## src/rtl/pet_pkg.sv

```systemverilog
// shared constants, types and carriers for the pwm / event / missing-teeth timer
// assumes one 125 MHz peripheral clock and plain configuration ports, no register bus
package pet_pkg;

   localparam int CNT_W = 16;
   localparam int PSC_W = 8;

   localparam logic [CNT_W-1:0] CNT_ZERO   = 16'h0000;
   localparam logic [CNT_W-1:0] CNT_ONE    = 16'h0001;
   localparam logic [CNT_W-1:0] CNT_MAX    = 16'hFFFF;
   localparam logic [PSC_W-1:0] PSC_ONE    = 8'h01;
   localparam logic [2:0]       STAGE2_ONE = 3'h1;

   // status flag positions
   localparam int FLG_CYCLE = 0;
   localparam int FLG_OVF   = 1;
   localparam int FLG_EVENT = 2;
   localparam int FLG_TOOTH = 3;
   localparam int FLG_W     = 4;

   typedef enum logic [1:0] {
      PET_EDGE_NONE = 2'b00,
      PET_EDGE_RISE = 2'b01,
      PET_EDGE_FALL = 2'b10,
      PET_EDGE_BOTH = 2'b11
   } pet_edge_t;

   // second stage divide: 1, 2, 4 or 8 first-stage ticks
   typedef enum logic [1:0] {
      PET_DIV1 = 2'b00,
      PET_DIV2 = 2'b01,
      PET_DIV4 = 2'b10,
      PET_DIV8 = 2'b11
   } pet_div_t;

   typedef enum logic [3:0] {
      PET_TGT_PWM_COUNT   = 4'h0,
      PET_TGT_CYCLE       = 4'h1,
      PET_TGT_DUTY        = 4'h2,
      PET_TGT_BUFFER      = 4'h3,
      PET_TGT_EVENT_COUNT = 4'h4,
      PET_TGT_EVENT_CMP   = 4'h5,
      PET_TGT_CAP_COUNT   = 4'h6,
      PET_TGT_TOOTH_RLD   = 4'h7,
      PET_TGT_TOOTH_COUNT = 4'h8,
      PET_TGT_TOOTH_CMP   = 4'h9,
      PET_TGT_FLAGS       = 4'hA
   } pet_target_t;

   typedef struct packed {
      logic             valid;
      pet_target_t      target;
      logic [CNT_W-1:0] data;
   } pet_cpu_wr_t;

   typedef struct packed {
      logic [PSC_W-1:0] prescaler_stage1_b;
      logic [PSC_W-1:0] prescaler_stage1_c;
      logic [PSC_W-1:0] prescaler_stage1_d;
      pet_div_t         pwm_clock_select;
      pet_div_t         capture_clock_select;
      pet_div_t         tooth_clock_select;
      logic [2:0]       counter_start;
      logic [FLG_W-1:0] interrupt_enable;
      logic             dma_enable;
      pet_edge_t        event_edge_select;
      logic             capture_trigger_enable;
      pet_edge_t        capture_io_control;
      logic [2:0]       edge_multiply_factor;
      logic             reload_update_enable;
      pet_edge_t        clock_edge_select;
      logic             tooth_compare_mode;
   } pet_config_t;

   typedef struct packed {
      logic [FLG_W-1:0] irq;
      logic             dma_req;
      logic [FLG_W-1:0] flags;
      logic [CNT_W-1:0] pwm_count;
      logic [CNT_W-1:0] duty;
      logic [CNT_W-1:0] event_count;
      logic [CNT_W-1:0] capture_count;
      logic [CNT_W-1:0] capture_value;
      logic [CNT_W-1:0] tooth_reload;
      logic [CNT_W-1:0] tooth_count;
   } pet_status_t;

endpackage

```

## src/rtl/pet_timer.sv

```systemverilog
// pwm channel with duty buffer, event counter with capture hand-off, missing-teeth counter
// assumes cpu writes arrive as one-cycle strobes and external pins are asynchronous
// How it works
// two prescaler stages form each channel's count clock
// cycle match drives pin 1, duty match 0
// cycle match raises interrupt and optional dma
// start bit lets the channel counter run
// cycle match copies buffer into duty
// software writes buffer, not duty, while running
// duty zero gives 0%, buffer=cycle gives 100%
// software keeps buffer not above cycle
// event counter counts edges, flags compare match
// edge select picks counted event edges
// event match triggers capture when enabled
// capture-disabled setting ignores the capture pin
// event match may interrupt; triggered capture never
// interval scaled by factor; reload needs enable
// multiplied clock counts; each edge clears counter
// tooth counter equal compare sets flag
// counter write beats compare-match clear
// counter write beats a count step
// counter write beats overflow wrap, flag set
// flag zero-write beats simultaneous flag set
// duty write beats buffer transfer
// software reads flag before clearing it
// software waits 32 clocks after prescaler setup
// pwm counter restarts after cycle match
`timescale 1ns/10ps
module pet_timer
   import pet_pkg::*;
(
   input  wire logic        clk_i,
   input  wire logic        sys_rst_i,
   input  wire pet_config_t cfg_i,
   input  wire pet_cpu_wr_t cpu_wr_i,
   input  wire logic        event_pin_i,
   input  wire logic        capture_input_pin_i,
   input  wire logic        tooth_edge_input_i,
   output logic             pwm_wave_o,
   output pet_status_t      status_o
);

   typedef struct packed {
      logic [PSC_W-1:0] psc_b;
      logic [PSC_W-1:0] psc_c;
      logic [PSC_W-1:0] psc_d;
      logic [2:0]       st2_pwm;
      logic [2:0]       st2_cap;
      logic [2:0]       st2_tooth;
      logic [CNT_W-1:0] pwm_cnt;
      logic [CNT_W-1:0] cycle;
      logic [CNT_W-1:0] duty;
      logic [CNT_W-1:0] buffer;
      logic             pwm_out;
      logic [2:0]       ev_sync;
      logic             ev_lvl;
      logic [CNT_W-1:0] ev_cnt;
      logic [CNT_W-1:0] ev_cmp;
      logic [2:0]       cap_sync;
      logic             cap_lvl;
      logic [CNT_W-1:0] cap_cnt;
      logic [CNT_W-1:0] cap_val;
      logic [2:0]       th_sync;
      logic             th_lvl;
      logic [CNT_W-1:0] th_interval;
      logic [CNT_W-1:0] th_reload;
      logic [CNT_W-1:0] th_down;
      logic [CNT_W-1:0] th_cnt;
      logic [CNT_W-1:0] th_cmp;
      logic [FLG_W-1:0] flags;
      logic [FLG_W-1:0] irq;
      logic             dma_req;
   } pet_state_t;

   pet_state_t       s;
   pet_state_t       next_s;

   logic             tick_b;
   logic             tick_c;
   logic             tick_d;
   logic             pwm_tick;
   logic             cap_tick;
   logic             th_tick;
   logic             wr;
   logic [CNT_W-1:0] pwm_inc;
   logic [CNT_W-1:0] ev_inc;
   logic [CNT_W-1:0] th_inc;
   logic             cyc_match;
   logic             duty_match;
   logic             ev_edge;
   logic             ev_match;
   logic             cap_edge;
   logic             cap_trigger;
   logic             cap_ovf;
   logic             th_edge;
   logic             th_mult_tick;
   logic             th_match;
   logic [FLG_W-1:0] flag_set;
   logic [FLG_W-1:0] flag_clr;

   // 3'h1 << sel minus one gives the mask of low stage-2 bits that must be zero
   function automatic logic stage2_hit(input logic tick, input logic [2:0] cnt, input pet_div_t sel);
      logic [2:0] mask;
      mask = 3'((STAGE2_ONE << sel) - STAGE2_ONE);
      return tick & ((cnt & mask) == 3'h0);
   endfunction

   function automatic logic edge_hit(input logic old_lvl, input logic new_lvl, input pet_edge_t sel);
      logic rise;
      logic fall;
      rise = ~old_lvl & new_lvl;
      fall = old_lvl & ~new_lvl;
      return (sel[0] & rise) | (sel[1] & fall);
   endfunction

   function automatic logic write_to(input pet_cpu_wr_t w, input pet_target_t t);
      return w.valid & (w.target == t);
   endfunction

   always_comb begin
      next_s = s;
      wr = cpu_wr_i.valid;

      // first stage divides by value+1, second stage by 1/2/4/8 per channel
      // >= so a divisor lowered below the running count restarts at once instead of wrapping through 255
      tick_b = (s.psc_b >= cfg_i.prescaler_stage1_b);
      tick_c = (s.psc_c >= cfg_i.prescaler_stage1_c);
      tick_d = (s.psc_d >= cfg_i.prescaler_stage1_d);
      next_s.psc_b = tick_b ? '0 : PSC_W'(s.psc_b + PSC_ONE);
      next_s.psc_c = tick_c ? '0 : PSC_W'(s.psc_c + PSC_ONE);
      next_s.psc_d = tick_d ? '0 : PSC_W'(s.psc_d + PSC_ONE);
      next_s.st2_pwm = tick_b ? 3'(s.st2_pwm + STAGE2_ONE) : s.st2_pwm;
      next_s.st2_cap = tick_c ? 3'(s.st2_cap + STAGE2_ONE) : s.st2_cap;
      next_s.st2_tooth = tick_d ? 3'(s.st2_tooth + STAGE2_ONE) : s.st2_tooth;
      pwm_tick = cfg_i.counter_start[0] & stage2_hit(tick_b, s.st2_pwm, cfg_i.pwm_clock_select);
      cap_tick = cfg_i.counter_start[1] & stage2_hit(tick_c, s.st2_cap, cfg_i.capture_clock_select);
      th_tick = cfg_i.counter_start[2] & stage2_hit(tick_d, s.st2_tooth, cfg_i.tooth_clock_select);

      // pin synchronisers: a level change counts once stages two and three agree
      next_s.ev_sync = {s.ev_sync[1:0], event_pin_i};
      next_s.cap_sync = {s.cap_sync[1:0], capture_input_pin_i};
      next_s.th_sync = {s.th_sync[1:0], tooth_edge_input_i};
      if (s.ev_sync[1] == s.ev_sync[2]) begin
         next_s.ev_lvl = s.ev_sync[2];
      end
      if (s.cap_sync[1] == s.cap_sync[2]) begin
         next_s.cap_lvl = s.cap_sync[2];
      end
      if (s.th_sync[1] == s.th_sync[2]) begin
         next_s.th_lvl = s.th_sync[2];
      end
      ev_edge = edge_hit(s.ev_lvl, next_s.ev_lvl, cfg_i.event_edge_select);
      cap_edge = edge_hit(s.cap_lvl, next_s.cap_lvl, cfg_i.capture_io_control);
      th_edge = edge_hit(s.th_lvl, next_s.th_lvl, cfg_i.clock_edge_select);

      // pwm: the match is taken on the tick that would reach the cycle value, so the
      // counter walks 0..cycle-1 and the period is exactly the cycle value
      pwm_inc = CNT_W'(s.pwm_cnt + CNT_ONE);
      cyc_match = pwm_tick & (pwm_inc == s.cycle);
      duty_match = pwm_tick & (pwm_inc == s.duty);
      if (pwm_tick) begin
         next_s.pwm_cnt = cyc_match ? CNT_ZERO : pwm_inc;
      end
      if (cyc_match) begin
         next_s.duty = s.buffer;
         // a zero duty never matches, so the output would otherwise stay high for the whole period
         next_s.pwm_out = (s.buffer != CNT_ZERO);
      end else if (duty_match) begin
         next_s.pwm_out = 1'b0;
      end
      if (write_to(cpu_wr_i, PET_TGT_PWM_COUNT)) begin
         next_s.pwm_cnt = cpu_wr_i.data;
      end
      if (write_to(cpu_wr_i, PET_TGT_DUTY)) begin
         next_s.duty = cpu_wr_i.data;
      end
      if (write_to(cpu_wr_i, PET_TGT_CYCLE)) begin
         next_s.cycle = cpu_wr_i.data;
      end
      if (write_to(cpu_wr_i, PET_TGT_BUFFER)) begin
         next_s.buffer = cpu_wr_i.data;
      end

      // event counter runs on pin edges alone, no start bit
      ev_inc = CNT_W'(s.ev_cnt + CNT_ONE);
      ev_match = ev_edge & (ev_inc == s.ev_cmp);
      if (ev_edge) begin
         next_s.ev_cnt = ev_match ? CNT_ZERO : ev_inc;
      end
      if (write_to(cpu_wr_i, PET_TGT_EVENT_COUNT)) begin
         next_s.ev_cnt = cpu_wr_i.data;
      end
      if (write_to(cpu_wr_i, PET_TGT_EVENT_CMP)) begin
         next_s.ev_cmp = cpu_wr_i.data;
      end

      // capture channel; capture happens whether or not its counter runs
      cap_ovf = cap_tick & (s.cap_cnt == CNT_MAX);
      if (cap_tick) begin
         next_s.cap_cnt = CNT_W'(s.cap_cnt + CNT_ONE);
      end
      if (write_to(cpu_wr_i, PET_TGT_CAP_COUNT)) begin
         next_s.cap_cnt = cpu_wr_i.data;
      end
      cap_trigger = (cfg_i.capture_trigger_enable & ev_match) | cap_edge;
      if (cap_trigger) begin
         next_s.cap_val = s.cap_cnt;
      end

      // missing teeth: interval between edges, scaled down by 2^factor, paces the
      // multiplied counter; a long gap lets that counter reach its compare value
      th_mult_tick = 1'b0;
      if (th_edge) begin
         next_s.th_interval = CNT_ZERO;
         next_s.th_cnt = CNT_ZERO;
         if (cfg_i.reload_update_enable) begin
            next_s.th_reload = CNT_W'(s.th_interval >> cfg_i.edge_multiply_factor);
            next_s.th_down = CNT_W'(s.th_interval >> cfg_i.edge_multiply_factor);
         end else begin
            next_s.th_down = s.th_reload;
         end
      end else if (th_tick) begin
         next_s.th_interval = (s.th_interval == CNT_MAX) ? CNT_MAX : CNT_W'(s.th_interval + CNT_ONE);
         if (s.th_down == CNT_ZERO) begin
            th_mult_tick = 1'b1;
            next_s.th_down = s.th_reload;
         end else begin
            next_s.th_down = CNT_W'(s.th_down - CNT_ONE);
         end
      end
      th_inc = CNT_W'(s.th_cnt + CNT_ONE);
      th_match = th_mult_tick & cfg_i.tooth_compare_mode & (th_inc == s.th_cmp);
      if (th_mult_tick) begin
         next_s.th_cnt = th_inc;
      end
      if (write_to(cpu_wr_i, PET_TGT_TOOTH_RLD)) begin
         next_s.th_reload = cpu_wr_i.data;
      end
      if (write_to(cpu_wr_i, PET_TGT_TOOTH_COUNT)) begin
         next_s.th_cnt = cpu_wr_i.data;
      end
      if (write_to(cpu_wr_i, PET_TGT_TOOTH_CMP)) begin
         next_s.th_cmp = cpu_wr_i.data;
      end

      // flags: a zero written to a bit clears it and beats a set in the same cycle
      flag_set = '0;
      flag_set[FLG_CYCLE] = cyc_match;
      flag_set[FLG_OVF] = cap_ovf;
      flag_set[FLG_EVENT] = ev_match;
      flag_set[FLG_TOOTH] = th_match;
      flag_clr = write_to(cpu_wr_i, PET_TGT_FLAGS) ? ~cpu_wr_i.data[FLG_W-1:0] : '0;
      next_s.flags = (s.flags | flag_set) & ~flag_clr;
      next_s.irq = next_s.flags & cfg_i.interrupt_enable;
      next_s.dma_req = cyc_match & cfg_i.dma_enable & ~wr;
      if (cyc_match & cfg_i.dma_enable & wr) begin
         // a cpu write holds the internal bus this cycle; the request still goes out
         next_s.dma_req = 1'b1;
      end
   end

   always_ff @(posedge clk_i) begin
      if (sys_rst_i) begin
         s <= '0;
      end else begin
         s <= next_s;
      end
   end

   assign pwm_wave_o = s.pwm_out;
   assign status_o.irq = s.irq;
   assign status_o.dma_req = s.dma_req;
   assign status_o.flags = s.flags;
   assign status_o.pwm_count = s.pwm_cnt;
   assign status_o.duty = s.duty;
   assign status_o.event_count = s.ev_cnt;
   assign status_o.capture_count = s.cap_cnt;
   assign status_o.capture_value = s.cap_val;
   assign status_o.tooth_reload = s.th_reload;
   assign status_o.tooth_count = s.th_cnt;

   property p_pwm_high;
      @(posedge clk_i) disable iff (sys_rst_i)
      (cyc_match && s.buffer != CNT_ZERO) |=> s.pwm_out;
   endproperty
   a_pwm_high: assert property (p_pwm_high) else $error("pwm not high after cycle match");

   property p_pwm_low;
      @(posedge clk_i) disable iff (sys_rst_i)
      (duty_match && !cyc_match) |=> !s.pwm_out ##1 (s.pwm_out == $past(s.pwm_out) || $past(cyc_match));
   endproperty
   a_pwm_low: assert property (p_pwm_low) else $error("pwm not low after duty match");

   property p_zero_duty;
      @(posedge clk_i) disable iff (sys_rst_i)
      (cyc_match && s.buffer == CNT_ZERO) |=> !s.pwm_out;
   endproperty
   a_zero_duty: assert property (p_zero_duty) else $error("zero duty produced a high pulse");

   property p_buffer_xfer;
      @(posedge clk_i) disable iff (sys_rst_i)
      (cyc_match && !write_to(cpu_wr_i, PET_TGT_DUTY)) |=> (s.duty == $past(s.buffer));
   endproperty
   a_buffer_xfer: assert property (p_buffer_xfer) else $error("buffer not moved into duty");

   property p_duty_write_wins;
      @(posedge clk_i) disable iff (sys_rst_i)
      write_to(cpu_wr_i, PET_TGT_DUTY) |=> (s.duty == $past(cpu_wr_i.data));
   endproperty
   a_duty_write_wins: assert property (p_duty_write_wins) else $error("duty write lost");

   property p_restart;
      @(posedge clk_i) disable iff (sys_rst_i)
      (cyc_match && !write_to(cpu_wr_i, PET_TGT_PWM_COUNT)) |=> (s.pwm_cnt == CNT_ZERO);
   endproperty
   a_restart: assert property (p_restart) else $error("pwm counter did not restart");

   property p_count_write_wins;
      @(posedge clk_i) disable iff (sys_rst_i)
      (pwm_tick && write_to(cpu_wr_i, PET_TGT_PWM_COUNT)) |=> (s.pwm_cnt == $past(cpu_wr_i.data));
   endproperty
   a_count_write_wins: assert property (p_count_write_wins) else $error("counter write lost to count");

   property p_stopped;
      @(posedge clk_i) disable iff (sys_rst_i)
      (!cfg_i.counter_start[0] && !wr) |=> (s.pwm_cnt == $past(s.pwm_cnt));
   endproperty
   a_stopped: assert property (p_stopped) else $error("pwm counter moved while stopped");

   property p_ovf_write;
      @(posedge clk_i) disable iff (sys_rst_i)
      (cap_ovf && !write_to(cpu_wr_i, PET_TGT_FLAGS)) |=> s.flags[FLG_OVF] ##1 (s.flags[FLG_OVF] || $past(wr));
   endproperty
   a_ovf_write: assert property (p_ovf_write) else $error("overflow flag not set");

   property p_clear_wins;
      @(posedge clk_i) disable iff (sys_rst_i)
      (write_to(cpu_wr_i, PET_TGT_FLAGS) && !cpu_wr_i.data[FLG_CYCLE]) |=> !s.flags[FLG_CYCLE] && !s.irq[FLG_CYCLE];
   endproperty
   a_clear_wins: assert property (p_clear_wins) else $error("flag survived a zero write");

   property p_cycle_irq;
      @(posedge clk_i) disable iff (sys_rst_i)
      (cyc_match && cfg_i.interrupt_enable[FLG_CYCLE] && !write_to(cpu_wr_i, PET_TGT_FLAGS)) |=> s.irq[FLG_CYCLE];
   endproperty
   a_cycle_irq: assert property (p_cycle_irq) else $error("cycle match raised no interrupt");

   property p_capture_off;
      @(posedge clk_i) disable iff (sys_rst_i)
      (cfg_i.capture_io_control == PET_EDGE_NONE && !cfg_i.capture_trigger_enable) |=> $stable(s.cap_val);
   endproperty
   a_capture_off: assert property (p_capture_off) else $error("capture taken while disabled");

   property p_event_capture;
      @(posedge clk_i) disable iff (sys_rst_i)
      (ev_match && cfg_i.capture_trigger_enable) |=> (s.cap_val == $past(s.cap_cnt)) && !$rose(s.irq[FLG_OVF]);
   endproperty
   a_event_capture: assert property (p_event_capture) else $error("event match gave no capture");

   property p_tooth_clear;
      @(posedge clk_i) disable iff (sys_rst_i)
      (th_edge && !write_to(cpu_wr_i, PET_TGT_TOOTH_COUNT)) |=> (s.th_cnt == CNT_ZERO);
   endproperty
   a_tooth_clear: assert property (p_tooth_clear) else $error("tooth edge did not clear counter");

endmodule
```

## config.mk

```make
export PLATFORM = sky130hd
export DESIGN_NAME = pet_timer
export DESIGN_NICKNAME = d
export VERILOG_FILES = /design/src/rtl/pet_pkg.sv /design/src/rtl/pet_timer.sv
export SDC_FILE = /design/constraint.sdc
export NUM_CORES = 1
export LEC_CHECK = 0
export BUFFER_PORTS_ARGS = -buffer_cell sky130_fd_sc_hd__buf_4
export CORE_ASPECT_RATIO = 0.7
export CORE_UTILIZATION = 59
export DETAILED_ROUTE_END_ITERATION = 12
export PLACE_DENSITY = 0.81
export RECOVER_POWER = 100
export SLEW_MARGIN = 20
export SYNTH_ARGS = -nofsm -noshare
export SYNTH_HDL_FRONTEND = slang
export SYNTH_SLANG_ARGS = --single-unit
```

## constraint.sdc

```tcl
create_clock -name clk_i -period 4.3 [get_ports clk_i]
set_clock_uncertainty 0.15 [all_clocks]
set_input_delay 0.645 -clock clk_i [delete_from_list [all_inputs] [get_ports clk_i]]
set_output_delay 0.645 -clock clk_i [all_outputs]
set_load 0.01 [all_outputs]
```

**Yosys cells after proc, flatten, opt, wreduce, memory -nomap -nowiden**

Cells that the tools add are included.

- Register bits after elaboration: 263
- Bits of input ports: 76
- Output and inout bits: 122
- Word-level logic and storage cells: 176

- Shifts and indexed selects: 4
- Reductions and logical operators: 18
- $add $sub $neg: 15
- Muxes and demuxes: 30
- Order comparisons: 3
- Equal/unequal tests: 19
- Bitwise gates (word level): 58

Operators with widths:

| kind | count |
|---|---|
| two-way mux 16 bit | 20 |
| adder 16 x 1 -> 16 bit (second input constant) | 5 |
| == test 16 bit | 4 |
| AND 1 bit | 39 |
| == test 16 bit (second input constant) | 2 |
| adder 8 x 1 -> 8 bit (second input constant) | 3 |
| greater-or-equal comparator 8 bit | 3 |
| == test 4 x 3 -> 1 bit (second input constant) | 4 |
| zero test 16 bit | 1 |
| nonzero test 16 bit | 1 |
| >> shifter 16 x 3 -> 16 bit | 1 |
| subtractor 16 x 1 -> 16 bit (second input constant) | 1 |
| nonzero test 2 bit | 7 |
| == test 4 bit (second input constant) | 3 |
| adder 3 x 1 -> 3 bit (second input constant) | 3 |
| AND 3 bit | 3 |
| zero test 3 bit | 3 |
| two-way mux 1 bit | 9 |
| left shift 1 x 2 -> 3 bit (first input constant) | 3 |
| subtractor 3 x 1 -> 3 bit (second input constant) | 3 |
| AND 4 bit | 2 |
| == test 4 x 2 -> 1 bit (second input constant) | 2 |
| inverter 4 bit | 2 |
| OR reduction 2 bit | 4 |
| other kinds (8) | 19 |

**Depth between registers and ports, before layout**

- Depth in word-level cells: 13
- Gate-level depth with buffers: 13
- Mapped depth without buffers: 11

**Worst setup path before layout**

Ideal clock, no wire load.

- Path kind: input-to-reg
- From: input port cfg_i[44] (netlist name)
- To: register s (netlist bit status_o[108])
- Data required time: 4.018 ns
- Setup slack: 1.287 ns
- Path buffers: 1
- Stages: 12
- Data arrival time: 2.731 ns
- Cells stage by stage: inv_1 -> ha_1 -> nand2_1 -> o21ai_0 -> a41oi_1 -> nor3_1 -> nand4_1 -> nor4_4 -> buf_6 -> o21ai_1 -> a221oi_2 -> nor3_1

- Longest elaborated chain between the ends: 7

RTL lines:

| what | RTL line | source |
|---|---|---|
| start, declared | pet_timer.sv:34 | `input wire pet_config_t cfg_i,` |
| greater-or-equal comparator 8 bit (*) | pet_timer.sv:126 | `tick_b = (s.psc_b >= cfg_i.prescaler_stage1_b);` |
| AND 1 bit (*) | pet_timer.sv:105 | `return tick & ((cnt & mask) == 3'h0);` |
| AND 1 bit (*) | pet_timer.sv:135 | `pwm_tick = cfg_i.counter_start[0] & stage2_hit(tick_b, s.st2_pwm, cfg_i.pwm_clock_select);` |
| AND 1 bit | pet_timer.sv:159 | `cyc_match = pwm_tick & (pwm_inc == s.cycle);` |
| two-way mux 16 bit | pet_timer.sv:162 | `next_s.pwm_cnt = cyc_match ? CNT_ZERO : pwm_inc;` |
| two-way mux 16 bit | pet_timer.sv:161 | `if (pwm_tick) begin` |
| two-way mux 16 bit | pet_timer.sv:171 | `if (write_to(cpu_wr_i, PET_TGT_PWM_COUNT)) begin` |
| end signal, assigned | pet_timer.sv:266 | `s <= next_s;` |
| end, declared | pet_timer.sv:75 | `pet_state_t s;` |

Every way passes the cells marked *; elsewhere a longest branch is shown, timed or not. The select of a mux whose other input is x is not followed.
A chain may end at the register's enable or synchronous reset.

**Worst setup path after layout**

- From: register s (netlist bit status_o[64])
- To: register s (netlist bit status_o[69])

- Longest elaborated chain between the ends: 6

RTL lines:

| what | RTL line | source |
|---|---|---|
| adder 16 x 1 -> 16 bit (*) | pet_timer.sv:185 | `ev_inc = CNT_W'(s.ev_cnt + CNT_ONE);` |
| == test 16 bit | pet_timer.sv:186 | `ev_match = ev_edge & (ev_inc == s.ev_cmp);` |
| AND 1 bit | pet_timer.sv:186 |  |
| two-way mux 16 bit (*) | pet_timer.sv:188 | `next_s.ev_cnt = ev_match ? CNT_ZERO : ev_inc;` |
| two-way mux 16 bit (*) | pet_timer.sv:187 | `if (ev_edge) begin` |
| two-way mux 16 bit (*) | pet_timer.sv:190 | `if (write_to(cpu_wr_i, PET_TGT_EVENT_COUNT)) begin` |

Marks and branches as above.

==> metrics.md <==
| Metric | Value |
|---|---|
| TritonCTS Sinks | `263` |
| Die Y | `137.1 um` |
| Startpoint Class | `register` |
| FF-to-FF Start | `status_o[64]` |
| Syn Nets | `approximately 2,100` |
| Final period utilization | `0.8937` |
| Setup WS pre-CTS | `around 0.73 ns` |
| Setup TNS | `0 ns` |
| Ys async rst share | `0` |
| Peak VDD IR | `between 0.2 and 0.3 mV` |
| #FFs+latches synth | `roughly 260` |
| Post-synth EDFFs | `0` |
| Dpl hpwl | `just over 30 mm` |
| CTS Buf Count | `27` |
| GRT Overall Usage | `0.3209` |
| Core area | `25,630 um2` |
| Initial antenna violation count | `0` |
| RSZ-0062 raised after global routing | `no` |
| Vias in the first global route | `roughly 13,000` |
| Slowest stage delay, CP | `between 0.7 and 0.8 ns` |
| Area leader, netlist | `dfxtp_1` |
| Distinct cells, synth | `73` |
| Hold Crit Class | `primary input to register` |
| Via count | `approximately 14,000` |
| Syn. warnings | `0` |
| Top delay family on crit path | `simple AND/OR/NAND/NOR gates` |
| Failing checks | `max-capacitance violations, max-slew violations` |
| Leak pwr | `about 0.006 uW` |
| Max-slew headroom | `-0.3119` |
| Hold_buf cts | `0` |
| Grt met1 use | `0.4572` |
| Worst R2R Setup Slack | `between 0.4 and 0.5 ns` |
| Setup violators final | `0` |
| Crit-path slowest cell | `nor4b_1` |
| Most common cell in the netlist | `dfxtp_1` |
| WP data arrival | `roughly 4.1 ns` |
| Die width | `195.0 um` |
| Vias per inst | `~6` |
| Largest net degree at the start of global routing | `119` |
| RePlAce Congestion | `around 0.97` |
| Clock Latency Late Sink | `approximately 0.54 ns` |
| Fin. Hold Viols | `0` |
| Routed len/inst | `approximately 19 um` |
| Hold depth | `2` |
| Drt first pass iters | `5` |
| Post-Syn Instances | `approximately 2,000` |
| Crit Path Class | `register to register` |
| Yosys top cell area share | `0.3424` |
| CP max FO | `10` |
| Routed Antenna Nets | `0` |
| Global Route met3 Usage | `0.07048` |
| Clk buf depth | `3` |
| DRT iter0 DRCs | `about 1,400` |
| Synth area leaders | `dfxtp_1, buf_4, nand2_1` |
| Drt drc | `0` |
| Io pins | `198` |
| CP cell instances | `ha_1, nand2_1, nor2_1, and4_1, xnor2_1, nand4_1, nor4b_1, nor2_1, a221oi_1, nor3_1` |
| Status | `complete, but fails checks` |
| Critical Path Start | `status_o[64]` |
| Finished Cell Area | `roughly 16,000 um2` |
| CTS root buffer | `clkbuf_16` |
| Final critical-path required period | `3.843 ns` |
| Top cells by count, synth | `dfxtp_1, nand2_1, nor2_1` |
| RR Endpoint | `status_o[69]` |
| Max Freq | `roughly 260 MHz` |
| NumNets Final | `roughly 2,100` |
| Layout cells sized above 1 | `0.07759` |
| Power, Total | `around 5600 uW` |
| PortBufs | `197` |
| # fillers | `2,296` |
| Min Hold Slack | `around 0.16 ns` |
| Die area | `approximately 27,000 um2` |
| Final WS setup | `approximately 0.46 ns` |
| Most used cell along the critical path | `nor2_1` |
| CP Buf/Inv Count | `0` |
| P&R area growth vs syn | `7.029%` |
| Main synth FF type | `dfxtp_1` |
| Row count | `49` |
| Crit. End Element | `register` |
| Dpl cell area | `15,980 um2` |
| Final wirelength | `around 44 mm` |
| H-Tree Depth | `1` |
| Grt met2 use | `0.4792` |
| Reg2Reg Depth | `10` |
| Worst Max-Slew Pin Slew | `approximately 2.0 ns` |
| Resized Gates After CTS | `0` |
| Reg clk slew, reported paths | `around 0.060 ns` |
| Syn Area/Cell | `about 8 um2` |
| First-pass GRT wire length | `just under 70 mm` |
| Post-CTS setup buffer count | `0` |
| Antenna cells | `0` |
| Seq/Total Area, Yosys | `0.3424` |
| Worst path required time | `roughly 4.5 ns` |
| Remaining Overflow, GRT | `0` |
| Max Cap Viol | `1` |
| GR peak layer | `met2` |
| CTS tree | `done` |
| Starting density of the core | `0.6001` |
| Post-Syn Area | `15,380 um2` |
| Hold path endpoint | `status_o[120]` |
| Slew Viols, Final | `between 80 and 90` |
| Hold path startpoint | `cfg_i[16]` |
| PwrDens | `around 340 nW/um2` |
## worst max-delay path by stage
stage                          endpoint  slack (ns)  cells past startpoint
after floorplan           status_o[108]        1.29                     12
after global placement     status_o[91]        0.83                     13
after detailed placement   status_o[92]        0.73                     11
after CTS                  status_o[92]        0.72                     11
after global routing       status_o[69]        0.18                     10
final                      status_o[69]        0.46                     10
## kinds of logic (layout without fill, tap and decap cells)
logic type               Yosys count  count (layout)  synth area share
AO/OA/AOI/OAI                    381             381            0.1547
XOR/XNOR                         158             158           0.09186
adder cells (fa/ha/maj)           37              37           0.03010
buffers and inverters            297             313            0.1052
flip-flops                       263             263            0.3424
multiplexers                      74              74           0.05004
AND/OR/NAND/NOR                  733             733            0.2258
## report_power, final
part / total (uW) / internal (uW) / switching, uW
clock: 2630 / 1630 / 1000
combinational: 416 / 156 / 261
sequential: 2530 / 2480 / 58.3
## registers in the layout, indices dropped and copies added (netlist names)
| name | count |
|---|---|
| next_s | 6 |
| status_o | 121 |
| pwm_wave_o | 1 |
| s | 135 |
## layer usage
layer | vias up | wire (um)
li1 | 6610 | -
met1 | 6400 | 19440
met2 | 678 | 18230
met3 | 97 | 4722
met4 | 0 | 1318
met5 | - | 0
## through the flow
step           cells    util
3_5_place_dp    2241  0.6235
5_1_grt         2290  0.6423
2_1_floorplan   1943       -
6_report        2290  0.6423
4_1_cts         2290  0.6623
3_3_place_gp    2241  0.6235
## final cells by class
type / instances / area [um2] / share of cell area
Sequential cell: 263 / 5265 / 0.3199
Tap cell: 331 / 414.1 / 0.02516
Timing Repair Buffer: 212 / 1110 / 0.06743
Clock inverter: 12 / 212.7 / 0.01292
Inverter: 52 / 195.2 / 0.01186
Multi-Input combinational cell: 1383 / 8479 / 0.5152
Clock buffer: 37 / 783.3 / 0.04759
## cell usage in the layout (no fill, tap or decap), drive strengths merged, types with 8 or more instances in the layout
| cell type | netlist | routed |
|---|---|---|
| buf | 139 | 82 |
| o21ai | 71 | 71 |
| and4 | 11 | 11 |
| a21oi | 141 | 141 |
| o211ai | 17 | 17 |
| a221oi | 12 | 12 |
| a211oi | 72 | 72 |
| nor3 | 65 | 65 |
| nand2 | 234 | 234 |
| nor4 | 14 | 14 |
| nand4 | 26 | 26 |
| inv | 51 | 51 |
| nand2b | 8 | 8 |
| a31oi | 14 | 14 |
| nor2 | 211 | 211 |
| dfxtp | 263 | 263 |
| xnor2 | 89 | 89 |
| and3 | 23 | 23 |
| nor2b | 21 | 21 |
| mux2i | 69 | 69 |
| xor2 | 67 | 67 |
| nand3 | 65 | 65 |
| and2 | 20 | 20 |
| or3 | 8 | 8 |
| clkbuf | 106 | 167 |
| ha | 37 | 37 |
Power figures use the tool's default switching activity.
